===== src/include/ptp_defines.svh =====
// Register indices, field positions, reset values and constants of the pulse timer pair
//------------------------------------------------------------------------------
//------------------------------------------------------------------------------
`ifndef PTP_DEFINES_SVH
`define PTP_DEFINES_SVH

// Register indices; byte address is four times the index
`define PTP_IDX_BCTL   6'h00
`define PTP_IDX_SHCTL  6'h01
`define PTP_IDX_WCTL   6'h02
`define PTP_IDX_RUN    6'h03
`define PTP_IDX_RELLO  6'h04
`define PTP_IDX_RELHI  6'h05
`define PTP_IDX_CAPLO  6'h06
`define PTP_IDX_CAPHI  6'h07
`define PTP_IDX_P3MODE 6'h08
`define PTP_IDX_PORT   6'h09
`define PTP_IDX_WREL   6'h0a
`define PTP_IDX_WCAP   6'h0b

// Field positions
`define PTP_B_EN      7
`define PTP_B_SINGLE  6
`define PTP_B_TO      5
`define PTP_B_CAPMSK  2
`define PTP_B_TOMSK   1
`define PTP_B_OUTSEL  0
`define PTP_B_MODE    7
`define PTP_B_ROUTE   6
`define PTP_B_RUNW    7
`define PTP_B_RUNB    6
`define PTP_B_SYNC    5
`define PTP_B_CMPEN   1
`define PTP_B_PIN1    4
`define PTP_B_PIN2    5
`define PTP_B_PIN3    6

// Constant values
`define PTP_RUN_RSVD  5'h1f
`define PTP_BYTE_FULL 8'hff
`define PTP_WORD_FULL 16'hffff
`define PTP_RST_BYTE  8'h00
`define PTP_RST_WORD  16'h0000

`endif


===== src/include/ptp_pkg.sv =====
// Types of the pulse timer pair
package ptp_pkg;

    typedef enum logic [1:0] {
        PTP_LOG_AND  = 2'h0,
        PTP_LOG_OR   = 2'h1,
        PTP_LOG_NOR  = 2'h2,
        PTP_LOG_NAND = 2'h3
    } ptp_logic_t;

    typedef struct packed {
        logic        paddrOk;
        logic [5:0]  idx;
    } ptp_decode_t;

    typedef struct packed {
        logic        bEn, bSingle, bTo, bCapMask, bToMask, bOutSel;
        logic [1:0]  bPre;
        logic        mode, route;
        logic [1:0]  logicSel, glitch, status;
        logic        wEn, wSingle, wTo, wCapMask, wToMask, wOutSel;
        logic [1:0]  wPre;
        logic        sync;
        logic [7:0]  relLo, relHi, capLo, capHi, p3Mode, portOut;
        logic [15:0] wReload, wCap, wCnt;
        logic [7:0]  bCnt;
        logic        bRun, bOut, wRun, wOut;
        logic [2:0]  pre, fltCnt;
        logic        flt, fltPrev;
        logic        pready, pslverr;
        logic [31:0] prdata;
        logic        pin1, pin2, pin3, cmpEn, irqByte, irqWord;
    } ptp_state_t;

endpackage


===== src/design/ptp_timer.sv =====
// Pulse timer pair: byte and word counter/timers with APB register slave
`timescale 1ns/100ps
`default_nettype none
`include "ptp_defines.svh"

module ptp_timer (
    // Clock and reset
    input  wire logic        clk,
    input  wire logic        reset,
    // APB slave
    input  wire logic        psel,
    input  wire logic        penable,
    input  wire logic        pwrite,
    input  wire logic [7:0]  paddr,
    input  wire logic [31:0] pwdata,
    output var  logic [31:0] prdata,
    output var  logic        pready,
    output var  logic        pslverr,
    // Pin inputs
    input  wire logic        port3Bit1Input,
    input  wire logic        port2Bit0Input,
    input  wire logic        comparatorResult,
    // Pin outputs
    output var  logic        firstFixedOutputPin,
    output var  logic        secondFixedOutputPin,
    output var  logic        thirdFixedOutputPin,
    output var  logic        comparatorEnable,
    // Interrupt requests
    output var  logic        byteTimerIrq,
    output var  logic        wordTimerIrq
);
    import ptp_pkg::*;

    // One struct of state, filled by the comb process
    // and copied back by the clocked one
    ptp_state_t  st_ff;
    ptp_state_t  nxt_st;

    //--------------------------------------------------------------------------
    // Next-state logic
    //--------------------------------------------------------------------------

    // Working values of one cycle
    // Bus decode and write data
    logic        wrDone;
    logic        rdTake;
    logic [5:0]  idx;
    logic        addrOk;
    logic [7:0]  wb;
    // Input path and edges
    logic        rawIn;
    logic        posEdge;
    logic        negEdge;
    logic        selEdge;
    // Prescaler ticks
    logic        bTick;
    logic        wTick;
    // Third pin source
    logic        combOut;
    // Filter width and read data
    logic [2:0]  fltLen;
    logic [31:0] rd;

    always_comb begin
        nxt_st  = st_ff;
        idx     = paddr[7:2];
        addrOk  = (paddr[1:0] == 2'h0) && (idx <= `PTP_IDX_WCAP);
        wb      = pwdata[7:0];
        wrDone  = psel && penable && st_ff.pready && pwrite;
        rdTake  = psel && penable && !st_ff.pready;

        // Prescaler shared by both timers
        // Free-running, so both timers tick in step
        // Code 3 shifts the one out: mask 7, every eighth
        nxt_st.pre = st_ff.pre + 3'h1;
        bTick = (st_ff.pre & ((3'h1 << st_ff.bPre) - 3'h1)) == 3'h0;
        wTick = (st_ff.pre & ((3'h1 << st_ff.wPre) - 3'h1)) == 3'h0;

        // Measured input: comparator replaces the pin when enabled
        // Route bit set takes the second measured pin
        if (st_ff.route) begin
            rawIn = port2Bit0Input;
        end else begin
            rawIn = st_ff.cmpEn ? comparatorResult : port3Bit1Input;
        end

        // Glitch filter: input must differ for 1, 2, 4 or 8 cycles
        // Short pulses never reach the edge detector
        // Count restarts whenever the input agrees
        fltLen = (3'h1 << st_ff.glitch) - 3'h1;
        if (rawIn == st_ff.flt) begin
            nxt_st.fltCnt = 3'h0;
        end else if (st_ff.fltCnt >= fltLen) begin
            nxt_st.flt    = rawIn;
            nxt_st.fltCnt = 3'h0;
        end else begin
            nxt_st.fltCnt = st_ff.fltCnt + 3'h1;
        end
        nxt_st.fltPrev = st_ff.flt;

        // Edge detector on the filtered level
        // Both lines idle low after reset
        // Edges show in the first cycle of the new filtered level
        // Code 11 selects no edge
        posEdge = st_ff.flt && !st_ff.fltPrev;
        negEdge = !st_ff.flt && st_ff.fltPrev;
        unique case (st_ff.logicSel)
            2'h0:    selEdge = negEdge;
            2'h1:    selEdge = posEdge;
            2'h2:    selEdge = posEdge || negEdge;
            default: selEdge = 1'b0;
        endcase

        // Register writes; flag clears happen before hardware sets
        // A same-cycle hardware set wins
        if (wrDone && addrOk) begin
            unique case (idx)
                `PTP_IDX_BCTL: begin
                    nxt_st.bEn      = wb[`PTP_B_EN];
                    nxt_st.bSingle  = wb[`PTP_B_SINGLE];
                    if (wb[`PTP_B_TO]) nxt_st.bTo = 1'b0;
                    nxt_st.bPre     = wb[4:3];
                    nxt_st.bCapMask = wb[`PTP_B_CAPMSK];
                    nxt_st.bToMask  = wb[`PTP_B_TOMSK];
                    nxt_st.bOutSel  = wb[`PTP_B_OUTSEL];
                end
                `PTP_IDX_SHCTL: begin
                    nxt_st.mode     = wb[`PTP_B_MODE];
                    nxt_st.route    = wb[`PTP_B_ROUTE];
                    nxt_st.logicSel = wb[5:4];
                    nxt_st.glitch   = wb[3:2];
                    // Transmit: status is plain storage
                    if (st_ff.mode) begin
                        nxt_st.status = st_ff.status & ~wb[1:0];
                    end else begin
                        nxt_st.status = wb[1:0];
                    end
                end
                `PTP_IDX_WCTL: begin
                    nxt_st.wEn      = wb[`PTP_B_EN];
                    nxt_st.wSingle  = wb[`PTP_B_SINGLE];
                    if (wb[`PTP_B_TO]) nxt_st.wTo = 1'b0;
                    nxt_st.wPre     = wb[4:3];
                    nxt_st.wCapMask = wb[`PTP_B_CAPMSK];
                    nxt_st.wToMask  = wb[`PTP_B_TOMSK];
                    nxt_st.wOutSel  = wb[`PTP_B_OUTSEL];
                end
                `PTP_IDX_RUN: begin
                    // Aliases of both enables
                    nxt_st.wEn  = wb[`PTP_B_RUNW];
                    nxt_st.bEn  = wb[`PTP_B_RUNB];
                    nxt_st.sync = wb[`PTP_B_SYNC];
                end
                // Plain storage registers
                `PTP_IDX_RELLO:  nxt_st.relLo   = wb;
                `PTP_IDX_RELHI:  nxt_st.relHi   = wb;
                `PTP_IDX_P3MODE: nxt_st.p3Mode  = wb;
                `PTP_IDX_PORT:   nxt_st.portOut = wb;
                `PTP_IDX_WREL:   nxt_st.wReload = pwdata[15:0];
                default: begin
                end
            endcase
        end

        // Byte timer
        // Idle level is the inverse of shared bit 1
        if (!st_ff.bEn) begin
            nxt_st.bRun = 1'b0;
            nxt_st.bOut = !st_ff.status[1];
        end else if (!st_ff.mode) begin
            // Transmit: high phase counts high reload, low phase low reload
            // Loads on the first enabled cycle
            // Single pass drops the enable
            if (!st_ff.bRun) begin
                nxt_st.bRun = 1'b1;
                nxt_st.bCnt = st_ff.bOut ? st_ff.relHi : st_ff.relLo;
            end else if (bTick) begin
                if (st_ff.bCnt == 8'h00) begin
                    nxt_st.bTo  = 1'b1;
                    nxt_st.bOut = !st_ff.bOut;
                    nxt_st.bCnt = st_ff.bOut ? st_ff.relLo : st_ff.relHi;
                    if (st_ff.bSingle) begin
                        nxt_st.bEn  = 1'b0;
                        nxt_st.bRun = 1'b0;
                    end
                end else begin
                    nxt_st.bCnt = st_ff.bCnt - 8'h01;
                end
            end
        end else begin
            // Demodulation: wait for the first edge, then measure
            // Reload registers unused: restarts at FFh
            if (!st_ff.bRun) begin
                if (selEdge) begin
                    nxt_st.bRun = 1'b1;
                    nxt_st.bCnt = `PTP_BYTE_FULL;
                end
            end else if (selEdge) begin
                // Rising to low, falling to high capture
                if (posEdge) begin
                    nxt_st.capLo     = ~st_ff.bCnt;
                    nxt_st.status[1] = 1'b1;
                end else begin
                    nxt_st.capHi     = ~st_ff.bCnt;
                    nxt_st.status[0] = 1'b1;
                end
                nxt_st.bCnt = `PTP_BYTE_FULL;
            end else if (bTick) begin
                // Timeout on 1 to 0 only
                if (st_ff.bCnt == 8'h01) begin
                    nxt_st.bTo = 1'b1;
                end
                nxt_st.bCnt = st_ff.bCnt - 8'h01; // 0 to FFh sets no flag
            end
        end

        // Word timer
        // Same scheme, one 16-bit reload
        if (!st_ff.wEn) begin
            nxt_st.wRun = 1'b0;
        end else if (!st_ff.mode) begin
            // Output toggles at each terminal count
            if (!st_ff.wRun) begin
                nxt_st.wRun = 1'b1;
                nxt_st.wCnt = st_ff.wReload;
            end else if (wTick) begin
                if (st_ff.wCnt == 16'h0000) begin
                    nxt_st.wTo  = 1'b1;
                    nxt_st.wOut = !st_ff.wOut;
                    nxt_st.wCnt = st_ff.wReload;
                    if (st_ff.wSingle) begin
                        nxt_st.wEn  = 1'b0;
                        nxt_st.wRun = 1'b0;
                    end
                end else begin
                    nxt_st.wCnt = st_ff.wCnt - 16'h0001;
                end
            end
        end else begin
            // With single pass clear, first edge starts, later ones capture
            if (selEdge && !st_ff.wSingle) begin
                nxt_st.wRun = 1'b1;
                // Capture holds the complemented count
                if (st_ff.wRun) begin
                    nxt_st.wCap = ~st_ff.wCnt;
                end
                nxt_st.wCnt = `PTP_WORD_FULL;
            end else if (st_ff.wRun && wTick) begin
                if (st_ff.wCnt == 16'h0001) begin
                    nxt_st.wTo = 1'b1;
                end
                nxt_st.wCnt = st_ff.wCnt - 16'h0001;
            end
        end

        // Output combiner for the third pin
        // Evaluated always, used in transmit with route set
        unique case (ptp_logic_t'(st_ff.logicSel))
            PTP_LOG_AND:  combOut = st_ff.bOut & st_ff.wOut;
            PTP_LOG_OR:   combOut = st_ff.bOut | st_ff.wOut;
            PTP_LOG_NOR:  combOut = ~(st_ff.bOut | st_ff.wOut);
            PTP_LOG_NAND: combOut = ~(st_ff.bOut & st_ff.wOut);
        endcase

        // Pin routing
        // One cycle behind their controls
        // Third pin combines only in transmit
        nxt_st.pin1  = st_ff.bOutSel ? st_ff.bOut : st_ff.portOut[`PTP_B_PIN1];
        nxt_st.pin2  = st_ff.wOutSel ? st_ff.wOut : st_ff.portOut[`PTP_B_PIN2];
        nxt_st.pin3  = (!st_ff.mode && st_ff.route) ? combOut
                                                    : st_ff.portOut[`PTP_B_PIN3];
        nxt_st.cmpEn = st_ff.p3Mode[`PTP_B_CMPEN];

        // Interrupt requests: flags gated by masks
        // Levels, falling a cycle after a clear
        // Capture terms need demodulation mode
        nxt_st.irqByte = (st_ff.bTo && st_ff.bToMask)
                      || (st_ff.mode && (st_ff.status != 2'h0) && st_ff.bCapMask);
        nxt_st.irqWord = (st_ff.wTo && st_ff.wToMask)
                      || (st_ff.mode && st_ff.wRun && st_ff.wCapMask && !st_ff.wSingle
                          && (st_ff.wCap != `PTP_RST_WORD));

        // Read mux
        // Unused bits read zero
        // Run control pads with ones
        unique case (idx)
            `PTP_IDX_BCTL:   rd = {24'h0, st_ff.bEn, st_ff.bSingle, st_ff.bTo, st_ff.bPre,
                                   st_ff.bCapMask, st_ff.bToMask, st_ff.bOutSel};
            `PTP_IDX_SHCTL:  rd = {24'h0, st_ff.mode, st_ff.route, st_ff.logicSel,
                                   st_ff.glitch, st_ff.status};
            `PTP_IDX_WCTL:   rd = {24'h0, st_ff.wEn, st_ff.wSingle, st_ff.wTo, st_ff.wPre,
                                   st_ff.wCapMask, st_ff.wToMask, st_ff.wOutSel};
            `PTP_IDX_RUN:    rd = {24'h0, st_ff.wEn, st_ff.bEn, st_ff.sync,
                                   `PTP_RUN_RSVD};
            `PTP_IDX_RELLO:  rd = {24'h0, st_ff.relLo};
            `PTP_IDX_RELHI:  rd = {24'h0, st_ff.relHi};
            `PTP_IDX_CAPLO:  rd = {24'h0, st_ff.capLo};
            `PTP_IDX_CAPHI:  rd = {24'h0, st_ff.capHi};
            `PTP_IDX_P3MODE: rd = {24'h0, st_ff.p3Mode};
            `PTP_IDX_PORT:   rd = {24'h0, st_ff.portOut};
            `PTP_IDX_WREL:   rd = {16'h0, st_ff.wReload};
            `PTP_IDX_WCAP:   rd = {16'h0, st_ff.wCap};
            default:         rd = 32'h0;
        endcase

        // APB answer one cycle into the access phase
        // One wait state on every transfer
        // Read data held until the next transfer
        nxt_st.pready  = rdTake;
        nxt_st.pslverr = rdTake && !addrOk;
        if (rdTake) begin
            nxt_st.prdata = (addrOk && !pwrite) ? rd : 32'h0;
        end
    end

    //--------------------------------------------------------------------------
    // State register
    //--------------------------------------------------------------------------

    // Synchronous reset; byte output idles high
    // to match the level before enable
    always_ff @(posedge clk) begin
        if (reset) begin
            st_ff         <= '0;
            st_ff.bOut    <= 1'b1;
            st_ff.relLo   <= `PTP_RST_BYTE;
            st_ff.relHi   <= `PTP_RST_BYTE;
            st_ff.wReload <= `PTP_RST_WORD;
        end else begin
            st_ff <= nxt_st;
        end
    end

    // Outputs straight from flip-flops
    // No logic between register and pin
    assign prdata               = st_ff.prdata;
    assign pready               = st_ff.pready;
    assign pslverr              = st_ff.pslverr;
    assign firstFixedOutputPin  = st_ff.pin1;
    assign secondFixedOutputPin = st_ff.pin2;
    assign thirdFixedOutputPin  = st_ff.pin3;
    assign comparatorEnable     = st_ff.cmpEn;
    assign byteTimerIrq         = st_ff.irqByte;
    assign wordTimerIrq         = st_ff.irqWord;

endmodule // ptp_timer
`default_nettype wire


===== config.mk =====
export PLATFORM = sky130hd
export DESIGN_NAME = ptp_timer
export DESIGN_NICKNAME = d
export VERILOG_FILES = /design/src/include/ptp_pkg.sv /design/src/design/ptp_timer.sv
export VERILOG_INCLUDE_DIRS = /design/src /design/src/include
export SDC_FILE = /design/constraint.sdc
export NUM_CORES = 1
export LEC_CHECK = 0
export ABC_AREA = 1
export BUFFER_PORTS_ARGS = -buffer_cell sky130_fd_sc_hd__buf_2
export CORE_ASPECT_RATIO = 0.5
export CORE_MARGIN = 4
export CORE_UTILIZATION = 57
export CTS_CLUSTER_DIAMETER = 100
export DETAILED_ROUTE_END_ITERATION = 6
export PLACE_DENSITY = 0.87
export REMOVE_ABC_BUFFERS = 1
export SLEW_MARGIN = 15
export SYNTH_ARGS = -nofsm -noshare
export SYNTH_HDL_FRONTEND = slang
export SYNTH_SLANG_ARGS = --single-unit

===== constraint.sdc =====
create_clock -name clk -period 4.2 [get_ports clk]
set_input_delay 0 -clock clk [delete_from_list [all_inputs] [get_ports clk]]
set_output_delay 0 -clock clk [all_outputs]
set_load 0.02 [all_outputs]

# Word-level counts from Yosys, hierarchy flattened
# Cells that the tools add are included.
[totals]
ff_bits = 181
word_cells = 249
[op_classes]
n_eq_ne = 27
shift = 3
n_addsub = 7
n_lt_le_gt_ge = 2
bitwise = 15
reduce_logical = 64
muxes = 84
[op_table]
columns = ["operator", "count"]
rows = [
  ["$pmux W16 S12", 1],
  ["$mux W16", 6],
  ["$mux W8", 9],
  ["$mux W1", 49],
  ["$mux W41", 1],
  ["$mux W32", 1],
  ["$mux W9", 3],
  ["$eq A6 B3 Y1 const B", 4],
  ["$eq A6 B4 Y1 const B", 4],
  ["$logic_and A1 B1 Y1", 21],
  ["$reduce_and A2 Y1", 10],
  ["$eq A16 B1 Y1 const B", 1],
  ["$logic_not A16 Y1", 1],
  ["$mux W2", 8],
  ["$not A16 Y16", 1],
  ["$reduce_bool A16 Y1", 1],
  ["$sub A16 B1 Y16 const B", 1],
  ["$reduce_and A5 Y1", 3],
  ["$mux W7", 2],
  ["$eq A6 B2 Y1 const B", 2],
  ["$ne A3 B1 Y1 const B", 4],
  ["$reduce_and A4 Y1", 3],
  ["$logic_not A1 Y1", 10],
  ["$mux W10", 1],
  ["33 further kinds", 55],
]

# Longest topological paths before layout
# Gate-level depths: netlist (run 1).
[logic_depth]
depth_word = 11
mapped_depth = 12
depth_no_buf = 12

# Worst setup path before layout (run 1)
# OpenSTA, ideal clock, no wires.
[synth_timing]
kind = "register -> register"
startpoint = "reg st_ff[40] (netlist bit)"
endpoint = "reg st_ff[131] (netlist bit)"
setup_ns = 0.070
t_required_ns = 4.130
t_arrival_ns = 1.549
path_slack_ns = 2.581
stages_incl_launch_ff = 10
path_cell_list = "dfxtp_1 inv_1 ha_1 nand3b_1 nand3_2 nand2_2 nor3_4 buf_4 o21ai_0 a21oi_1"
[synth_via]
elab_chain_len = 5
word_cells_on_any_way = 7
cone_classes = "1 x mux; 1 x bitwise; 5 x reduce/logical"
[synth_rtl]
columns = ["element", "line_no", "text"]
rows = [
  ["start, declared", "ptp_timer.sv:36", "ptp_state_t st_ff;"],
  ["start signal, assigned", "ptp_timer.sv:330", "st_ff <= nxt_st;"],
  ["$logic_not A1 Y1", "ptp_timer.sv:105", "posEdge = st_ff.flt && !st_ff.fltPrev;"],
  ["$logic_and A1 B1 Y1", "ptp_timer.sv:105", ""],
  ["$logic_or A1 B1 Y1", "ptp_timer.sv:110", "2'h2: selEdge = posEdge || negEdge;"],
  ["$pmux W1 S3", "ptp_timer.sv:107", "unique case (st_ff.logicSel)"],
  ["$reduce_and A5 Y1 (no source line) *", "n/a", ""],
]
# Mark *: on every way between the ends. The rest lies on a longest branch, timed or not.
# A chain may end at the register's enable or synchronous reset.

# Worst setup path in the final report (run 1)
[layout_timing]
startpoint = "in paddr[0]"
endpoint = "reg st_ff[102] (netlist bit)"
[layout_via]
elab_chain_len = 4
[layout_rtl]
columns = ["element", "line_no", "text"]
rows = [
  ["start, declared", "ptp_timer.sv:14", "input wire logic [7:0] paddr,"],
  ["$logic_not A2 Y1", "ptp_timer.sv:67", "addrOk = (paddr[1:0] == 2'h0) && (idx <= `PTP_IDX_WCAP);"],
  ["$logic_and A1 B1 Y1", "ptp_timer.sv:67", ""],
  ["$logic_and A1 B1 Y1", "ptp_timer.sv:116", "if (wrDone && addrOk) begin"],
  ["$reduce_and A2 Y1 (no source line)", "n/a", ""],
]
# Every way passes these cells.

==> results of run 1 <==
[registers in the layout, indices dropped and copies added (netlist names)]
register / flops
byteTimerIrq: 1
comparatorEnable: 1
firstFixedOutputPin: 1
nxt_st: 2
prdata: 16
pready: 1
pslverr: 1
secondFixedOutputPin: 1
st_ff: 139
thirdFixedOutputPin: 1
wordTimerIrq: 1
[cells by family (layout without fill, tap and decap cells)]
| logic type | count (synthesis) | in the layout | share of synthesized area [%] |
|---|---|---|---|
| AO/OA/AOI/OAI | 317 | 317 | 18.3 |
| buffers and inverters | 187 | 213 | 10.2 |
| adder cells (fa/ha/maj) | 13 | 13 | 1.84 |
| other | 1 | 16 | 0.0424 |
| flip-flops | 165 | 165 | 37.3 |
| AND/OR/NAND/NOR | 617 | 617 | 30.8 |
| XOR/XNOR | 15 | 15 | 1.48 |
[timing repair]
item / 4_1_cts / 5_1_grt
buffers inserted: 0 / 0
endpoints found under the setup margin: 0 / 0
hold endpoints to repair: 63 / 0
hold buffers: 21 / 0
[synthesized netlist by cell type (8+ instances only)]
cell type | number | area, sq um
nor2_4 | 9 | 101
nand3b_1 | 9 | 67.6
nand3_1 | 71 | 355
inv_1 | 96 | 360
ha_1 | 13 | 163
nand2_2 | 10 | 62.6
nand4_1 | 11 | 68.8
buf_4 | 36 | 270
buf_2 | 20 | 100
dfxtp_1 | 165 | 3300
o21ai_0 | 137 | 686
nor2_1 | 137 | 514
xor2_1 | 8 | 70.1
nand2_1 | 335 | 1260
a21oi_1 | 152 | 761
o21ai_1 | 16 | 80.1
clkbuf_1 | 22 | 82.6
nor3_1 | 9 | 45.0
[power groups by stage]
stage | clock, mW | sequential [mW] | combinational (mW)
after floorplan | 0 | 1.61 | 0.0589
after global placement | 0 | 1.61 | 0.116
after detailed placement | 0 | 1.61 | 0.119
after CTS | 1.54 | 1.57 | 0.135
after global routing | 1.62 | 1.57 | 0.151
final | 1.54 | 1.57 | 0.139
[final timing paths]
kind	slack (ns)	endpoint	cells after the start	startpoint
setup / recovery	1.40	st_ff[102]	9	paddr[0]
hold / removal	0.007	pslverr	4	paddr[6]
setup reg to reg	1.88	st_ff[102]	5	pready
hold reg to reg	0.46	st_ff[133]	2	st_ff[133]
[metal layers]
| metal | up-vias | global-route usage (%) |
|---|---|---|
| met4 | 0 | 13.4 |
| met3 | 93 | 4.83 |
| met5 | - | 0 |
| met2 | 463 | 46.4 |
| li1 | 4317 | - |
| met1 | 3980 | 35.2 |
[metrics by stage]
step / cells / util, % / hold slack [ns]
2_1_floorplan: 1244 / - / 0.0624
3_3_place_gp: 1501 / 60.3 / 0.275
3_5_place_dp: 1501 / 60.3 / 0.286
4_1_cts: 1554 / 65.7 / 0.00233
5_1_grt: 1554 / 65.7 / 0.0275
6_report: 1554 / 65.7 / 0.00690
[layout make-up]
class	instances	area, sq um	share of cell area, %
Multi-Input combinational cell	978	4700	48.3
Sequential cell	165	3300	33.9
Timing Repair Buffer	80	515	5.30
Clock buffer	17	425	4.37
Inverter	101	379	3.90
Tap cell	198	248	2.55
Clock inverter	15	161	1.66
[critical path: cells and delay by family]
kind            cells  cell delay, ns
compound gates      2            0.45
simple gates        4            1.38
buf+inv             3            1.26
==> results by group, run 1 <==
Outcome
  – Status: finished, final reports clean

Finish
  – Layout area overhead: 9.92%
  – Most common cell after layout, fill and taps aside: nand2_1
  – Finished layout cell area: 9730 sq um
  – Share of post-route cells with drive strength above 1: 10.4%
  – N_diodes: 0
  – Filler instances: 1250
  – Most frequent cells in the layout: 335 x nand2_1, 165 x dfxtp_1, 152 x a21oi_1
  – Final #Nets: 1404

Synthesis
  – Post-Synthesis Cells: 1315
  – FF+latch count, synth: 165
  – Ys Warns: 0
  – Syn avg cell area: 6.73 sq um
  – Ys flop type: dfxtp_1
  – Cell Area, Synth: 8850 sq um
  – Asr flop ratio synth: 0%
  – Seq/Total Area, Yosys: 37.3%
  – Synth cell types: 37
  – Number of enable flip-flop cells after synthesis: 0

Critical path
  – Crit path kind: in -> reg
  – CP max stage delay: 0.65 ns
  – Crit path capture type: register
  – Worst path cell trace: dlygate4sd3_1 > buf_2 > nor2_1 > dlygate4sd3_1 > nand3_4 > nor2_4 > nand2_1 > o21ai_0 > a21oi_1
  – Startpoint types: input pin
  – Critical Path Most Common Cell: dlygate4sd3_1
  – Crit path max fanout: 25
  – Worst EP arrival: 3.09 ns
  – Crit-path slowest cell: nand2_1
  – Required @ worst endpoint: 4.50 ns

Global routing
  – Vias in the first global route: 8029
  – All-Layer GR Usage: 27.7%
  – First-pass GRT wire length: 39500 microns
  – GRT Residual Overflow: 0
  – Largest net degree at the start of global routing: 74
  – Initial antenna violation count: 0

Placed design
  – Placed Area: 8940 sq um
  – Gpl congestion: 0.938
  – Place WS: 1.97 ns
  – Port Buffer Count: 55
  – DPL Wire Length: 16700 microns

Worst hold path
  – Class of the worst hold path: in -> reg

Route
  – WL final: 24500 microns
  – Antenna Nets Post-Route: 0
  – 1st-pass router iterations: 6
  – Met2 WL: 11200 microns
  – Via count: 8853
  – Met3 WL: 2280 microns
  – # DRC: 0
  – Top sig layer: met4
  – 1st-iter DRT viols: 1008
  – Wl on met1: 10000 microns
  – Routed vias/inst: 5.70
  – Wire per inst: 15.7 microns

Clock network
  – Clock sinks: 165
  – Clk_lat worst skew: 0.44 ns
  – CTS tree: done
  – Post-cts sizing count: 0
  – Htree depth: 4
  – Clock Root Buffer: clkbuf_16
  – CTS buffer count: 17
  – Clock buffer depth: 2
  – Clk pin slew, worst setup/hold paths: 0.07 ns

STA
  – Setup Skew: 0.0110 ns
  – Min Tclk post-route: 2.80 ns
  – Max-slew violation count: 0
  – Tightest Pin Transition: 0.899 ns
  – Final Cycle Share: 66.6%
  – Final hold vios: 0
  – RSZ-0062 raised after global routing: false
  – Rel. slew slack: 40.0%
  – Highest Clock Rate: 0.358 GHz
  – Fin worst setup slack: 1.40 ns
  – Final setup fails: 0
  – Setup TNS Final: 0 ns

Floorplan
  – Die Ht: 96.1 microns
  – Die W: 184 microns
  – CORE AREA: 14800 sq um
  – Initial Utilization: 59.8%
  – Row count: 31
  – Die Footprint: 17700 sq um
  – # IOs: 88

Pwr
  – Net Sw Frac: 26.0%
  – Pleak: 4.19 nW
  – Psw: 0.846 mW
  – Final total power: 3.25 mW
  – Comb pwr share: 4.3%
  – Clock power share: 47.4%
  – Sequential power share: 48.3%
  – Worst VDD drop: 219 uV
  – PD cells: 334 nW/um^2
  – P_int: 2.40 mW

Flow run
  – Max-cap violations: 0
Power figures use the tool's default switching activity.
==> run 2, diff against run 1 <==
- CORE_UTILIZATION: 57 -> 54
- clock period: 4.2 -> 2.4 ns (I/O delays scaled with it)
==> run 2 against run 1 <==
  * Cell count grew 2.1%
  * Combinational power grew 78%
  * Die area grew 5.2%
  * Worst setup slack lost 1.2 ns
  * Clock skew shrank 0.0024 ns
  * Critical endpoint is now st_ff[63]
  * Non-clock buffer count grew 9
  * Wire length grew 3.6%
==> results by group, run 2 (synthesis gave the netlist of run 1 again) <==
Outcome
  – Status: finished, final reports clean (unchanged)

Critical path
  – Required @ worst endpoint: 2.77 ns (was 4.50 ns)
  – Crit path max fanout: 13 (was 25)
  – Worst EP arrival: 2.54 ns (was 3.09 ns)
  – Crit path kind: reg -> reg (was in -> reg)
  – Reg2Reg Depth: 10 (was 5)
  – Startpoint types: register (was input pin)
  – Crit path capture type: register (unchanged)

STA
  – Fin worst setup slack: 0.230 ns (was 1.40 ns)
  – Tightest Pin Transition: 0.738 ns (was 0.899 ns)
  – RSZ-0062 raised after global routing: false (unchanged)
  – Final hold vios: 0 (unchanged)
  – Rel. slew slack: 50.7% (was 40.0%)
  – Highest Clock Rate: 0.461 GHz
  – Final Cycle Share: 90.4%
  – Setup TNS Final: 0 ns (unchanged)
  – Min Tclk post-route: 2.17 ns
  – Final setup fails: 0 (unchanged)
  – Hold_ws: 0.0221 ns (was 0.00690 ns)
  – Max-slew violation count: 0 (unchanged)
  – Setup Skew: 0.00858 ns (was 0.0110 ns)

Placed design
  – Place WS: 0.328 ns (was 1.97 ns)
  – DPL Wire Length: 17300 microns (was 16700 microns)
  – Port Buffer Count: 55 (unchanged)
  – Gpl congestion: 0.936 (was 0.938)

Worst hold path
  – Worst Hold Path Cells: 5 (was 4)
  – Class of the worst hold path: in -> reg (unchanged)

Finish
  – Filler instances: 1315 (was 1250)
  – Max reg flops: 139 (unchanged)
  – Most frequent cells in the layout: 335 x nand2_1, 165 x dfxtp_1, 152 x a21oi_1 (unchanged)
  – Most common cell after layout, fill and taps aside: nand2_1 (unchanged)
  – N_diodes: 0 (unchanged)
  – Layout area overhead: 11.5% (was 9.92%)
  – Final #Nets: 1413 (was 1404)
  – Share of post-route cells with drive strength above 1: 11.0% (was 10.4%)
  – Largest Register: st_ff (unchanged)

Global routing
  – First-pass GRT wire length: 41100 microns (was 39500 microns)
  – Initial antenna violation count: 0 (unchanged)
  – GRT Residual Overflow: 0 (unchanged)
  – All-Layer GR Usage: 26.6% (was 27.7%)
  – Vias in the first global route: 8366 (was 8029)
  – Largest net degree at the start of global routing: 48 (was 74)

Clock network
  – Clock buffer depth: 2 (unchanged)
  – Htree depth: 4 (unchanged)
  – Clk_lat worst skew: 0.43 ns (was 0.44 ns)
  – Clock sinks: 165 (unchanged)
  – Clk pin slew, worst setup/hold paths: 0.07 ns (about the same)
  – CTS buffer count: 17 (unchanged)
  – Setup fix buffers added after clock tree synthesis: 0 (unchanged)
  – Clock Root Buffer: clkbuf_16 (unchanged)
  – CTS tree: done (unchanged)

Pwr
  – Worst VDD drop: 474 uV (was 219 uV)
  – Pleak: 4.25 nW (was 4.19 nW)
  – PD cells: 597 nW/um^2 (was 334 nW/um^2)

Route
  – Wire per inst: 16.0 microns (was 15.7 microns)
  – # DRC: 0 (unchanged)
  – Routed vias/inst: 5.70 (about the same)
  – 1st-iter DRT viols: 1069 (was 1008)
  – 1st-pass router iterations: 7 (was 6)
  – WL final: 25300 microns (was 24500 microns)
  – Antenna Nets Post-Route: 0 (unchanged)
  – Via count: 9039 (was 8853)

Flow run
  – Max-cap violations: 0 (unchanged)

Floorplan
  – Row count: 32 (was 31)
  – Initial Utilization: 56.3% (was 59.8%)
  – Die Footprint: 18600 sq um (was 17700 sq um)
  – Die W: 189 microns (was 184 microns)
  – CORE AREA: 15700 sq um (was 14800 sq um)
  – Die Ht: 98.5 microns (was 96.1 microns)
  – # IOs: 88 (unchanged)
-- run 2: cell count changes in the layout (fill, tap and decap cells not counted), sizes merged --
cell    previous run  this run
clkinv             8         2
clkbuf            17        18
inv              108       111
buf               59        68
bufinv             0         2
-- run 2: power breakdown --
group / internal, mW / switching, mW
logic: 0.0746 / 0.173
registers: 2.74 / 0.00539
clock network: 1.62 / 1.28
-- run 2: per-stage QoR --
step / power, mW / utilization [%] / cells / cell area (sq um)
final: 5.89 / 62.7 / 1586 / 9870
after global routing: 6.03 / 62.7 / 1586 / 9870
after CTS: 5.88 / 62.7 / 1586 / 9870
after detailed placement: 3.03 / 57.5 / 1533 / 9040
after global placement: 3.02 / 57.5 / 1533 / 9040
after floorplan: 2.92 / - / 1244 / 8380
-- run 2: final cells by class --
class	count	area, sq um	area share, %
inverters	101	379	3.84
clock buffers	18	439	4.45
well taps	221	277	2.80
multi-input cells	978	4700	47.6
repair buffers	89	596	6.03
flip-flops and latches	165	3300	33.5
clock inverters	14	176	1.79
-- run 2: worst paths after layout --
kind / from / to / slack [ns]
hold reg to reg: st_ff[133] / st_ff[133] / 0.45
setup reg to reg: st_ff[40] / st_ff[63] / 0.23
setup / recovery: st_ff[40] / st_ff[63] / 0.23
hold / removal: port3Bit1Input / nxt_st[40] / 0.02
-- run 2: critical path, stage by stage, from the launching register on --
cell and delay [ns]:
dfxtp_1 0.31, inv_1 0.06, ha_1 0.30, inv_1 0.09, nand2_1 0.08, nand4_1 0.17, nand2_1 0.40, o21ai_0 0.36
nand2_1 0.15, nand2_1 0.06, a21oi_1 0.12
-- run 2: per-layer routing --
metal	share of wire, %	vias to the layer above	routed length (microns)	global-route usage, %
met5	0	-	0	0
met4	3.9	0	976	11.2
met3	8.7	103	2210	5.77
met2	47	460	11800	45.0
met1	41	4145	10300	33.1
li1	-	4331	-	-
-- run 2: timing repair --
item,4_1_cts,5_1_grt
resized for setup,0,0
hold buffers,21,0
hold endpoints to repair,63,0
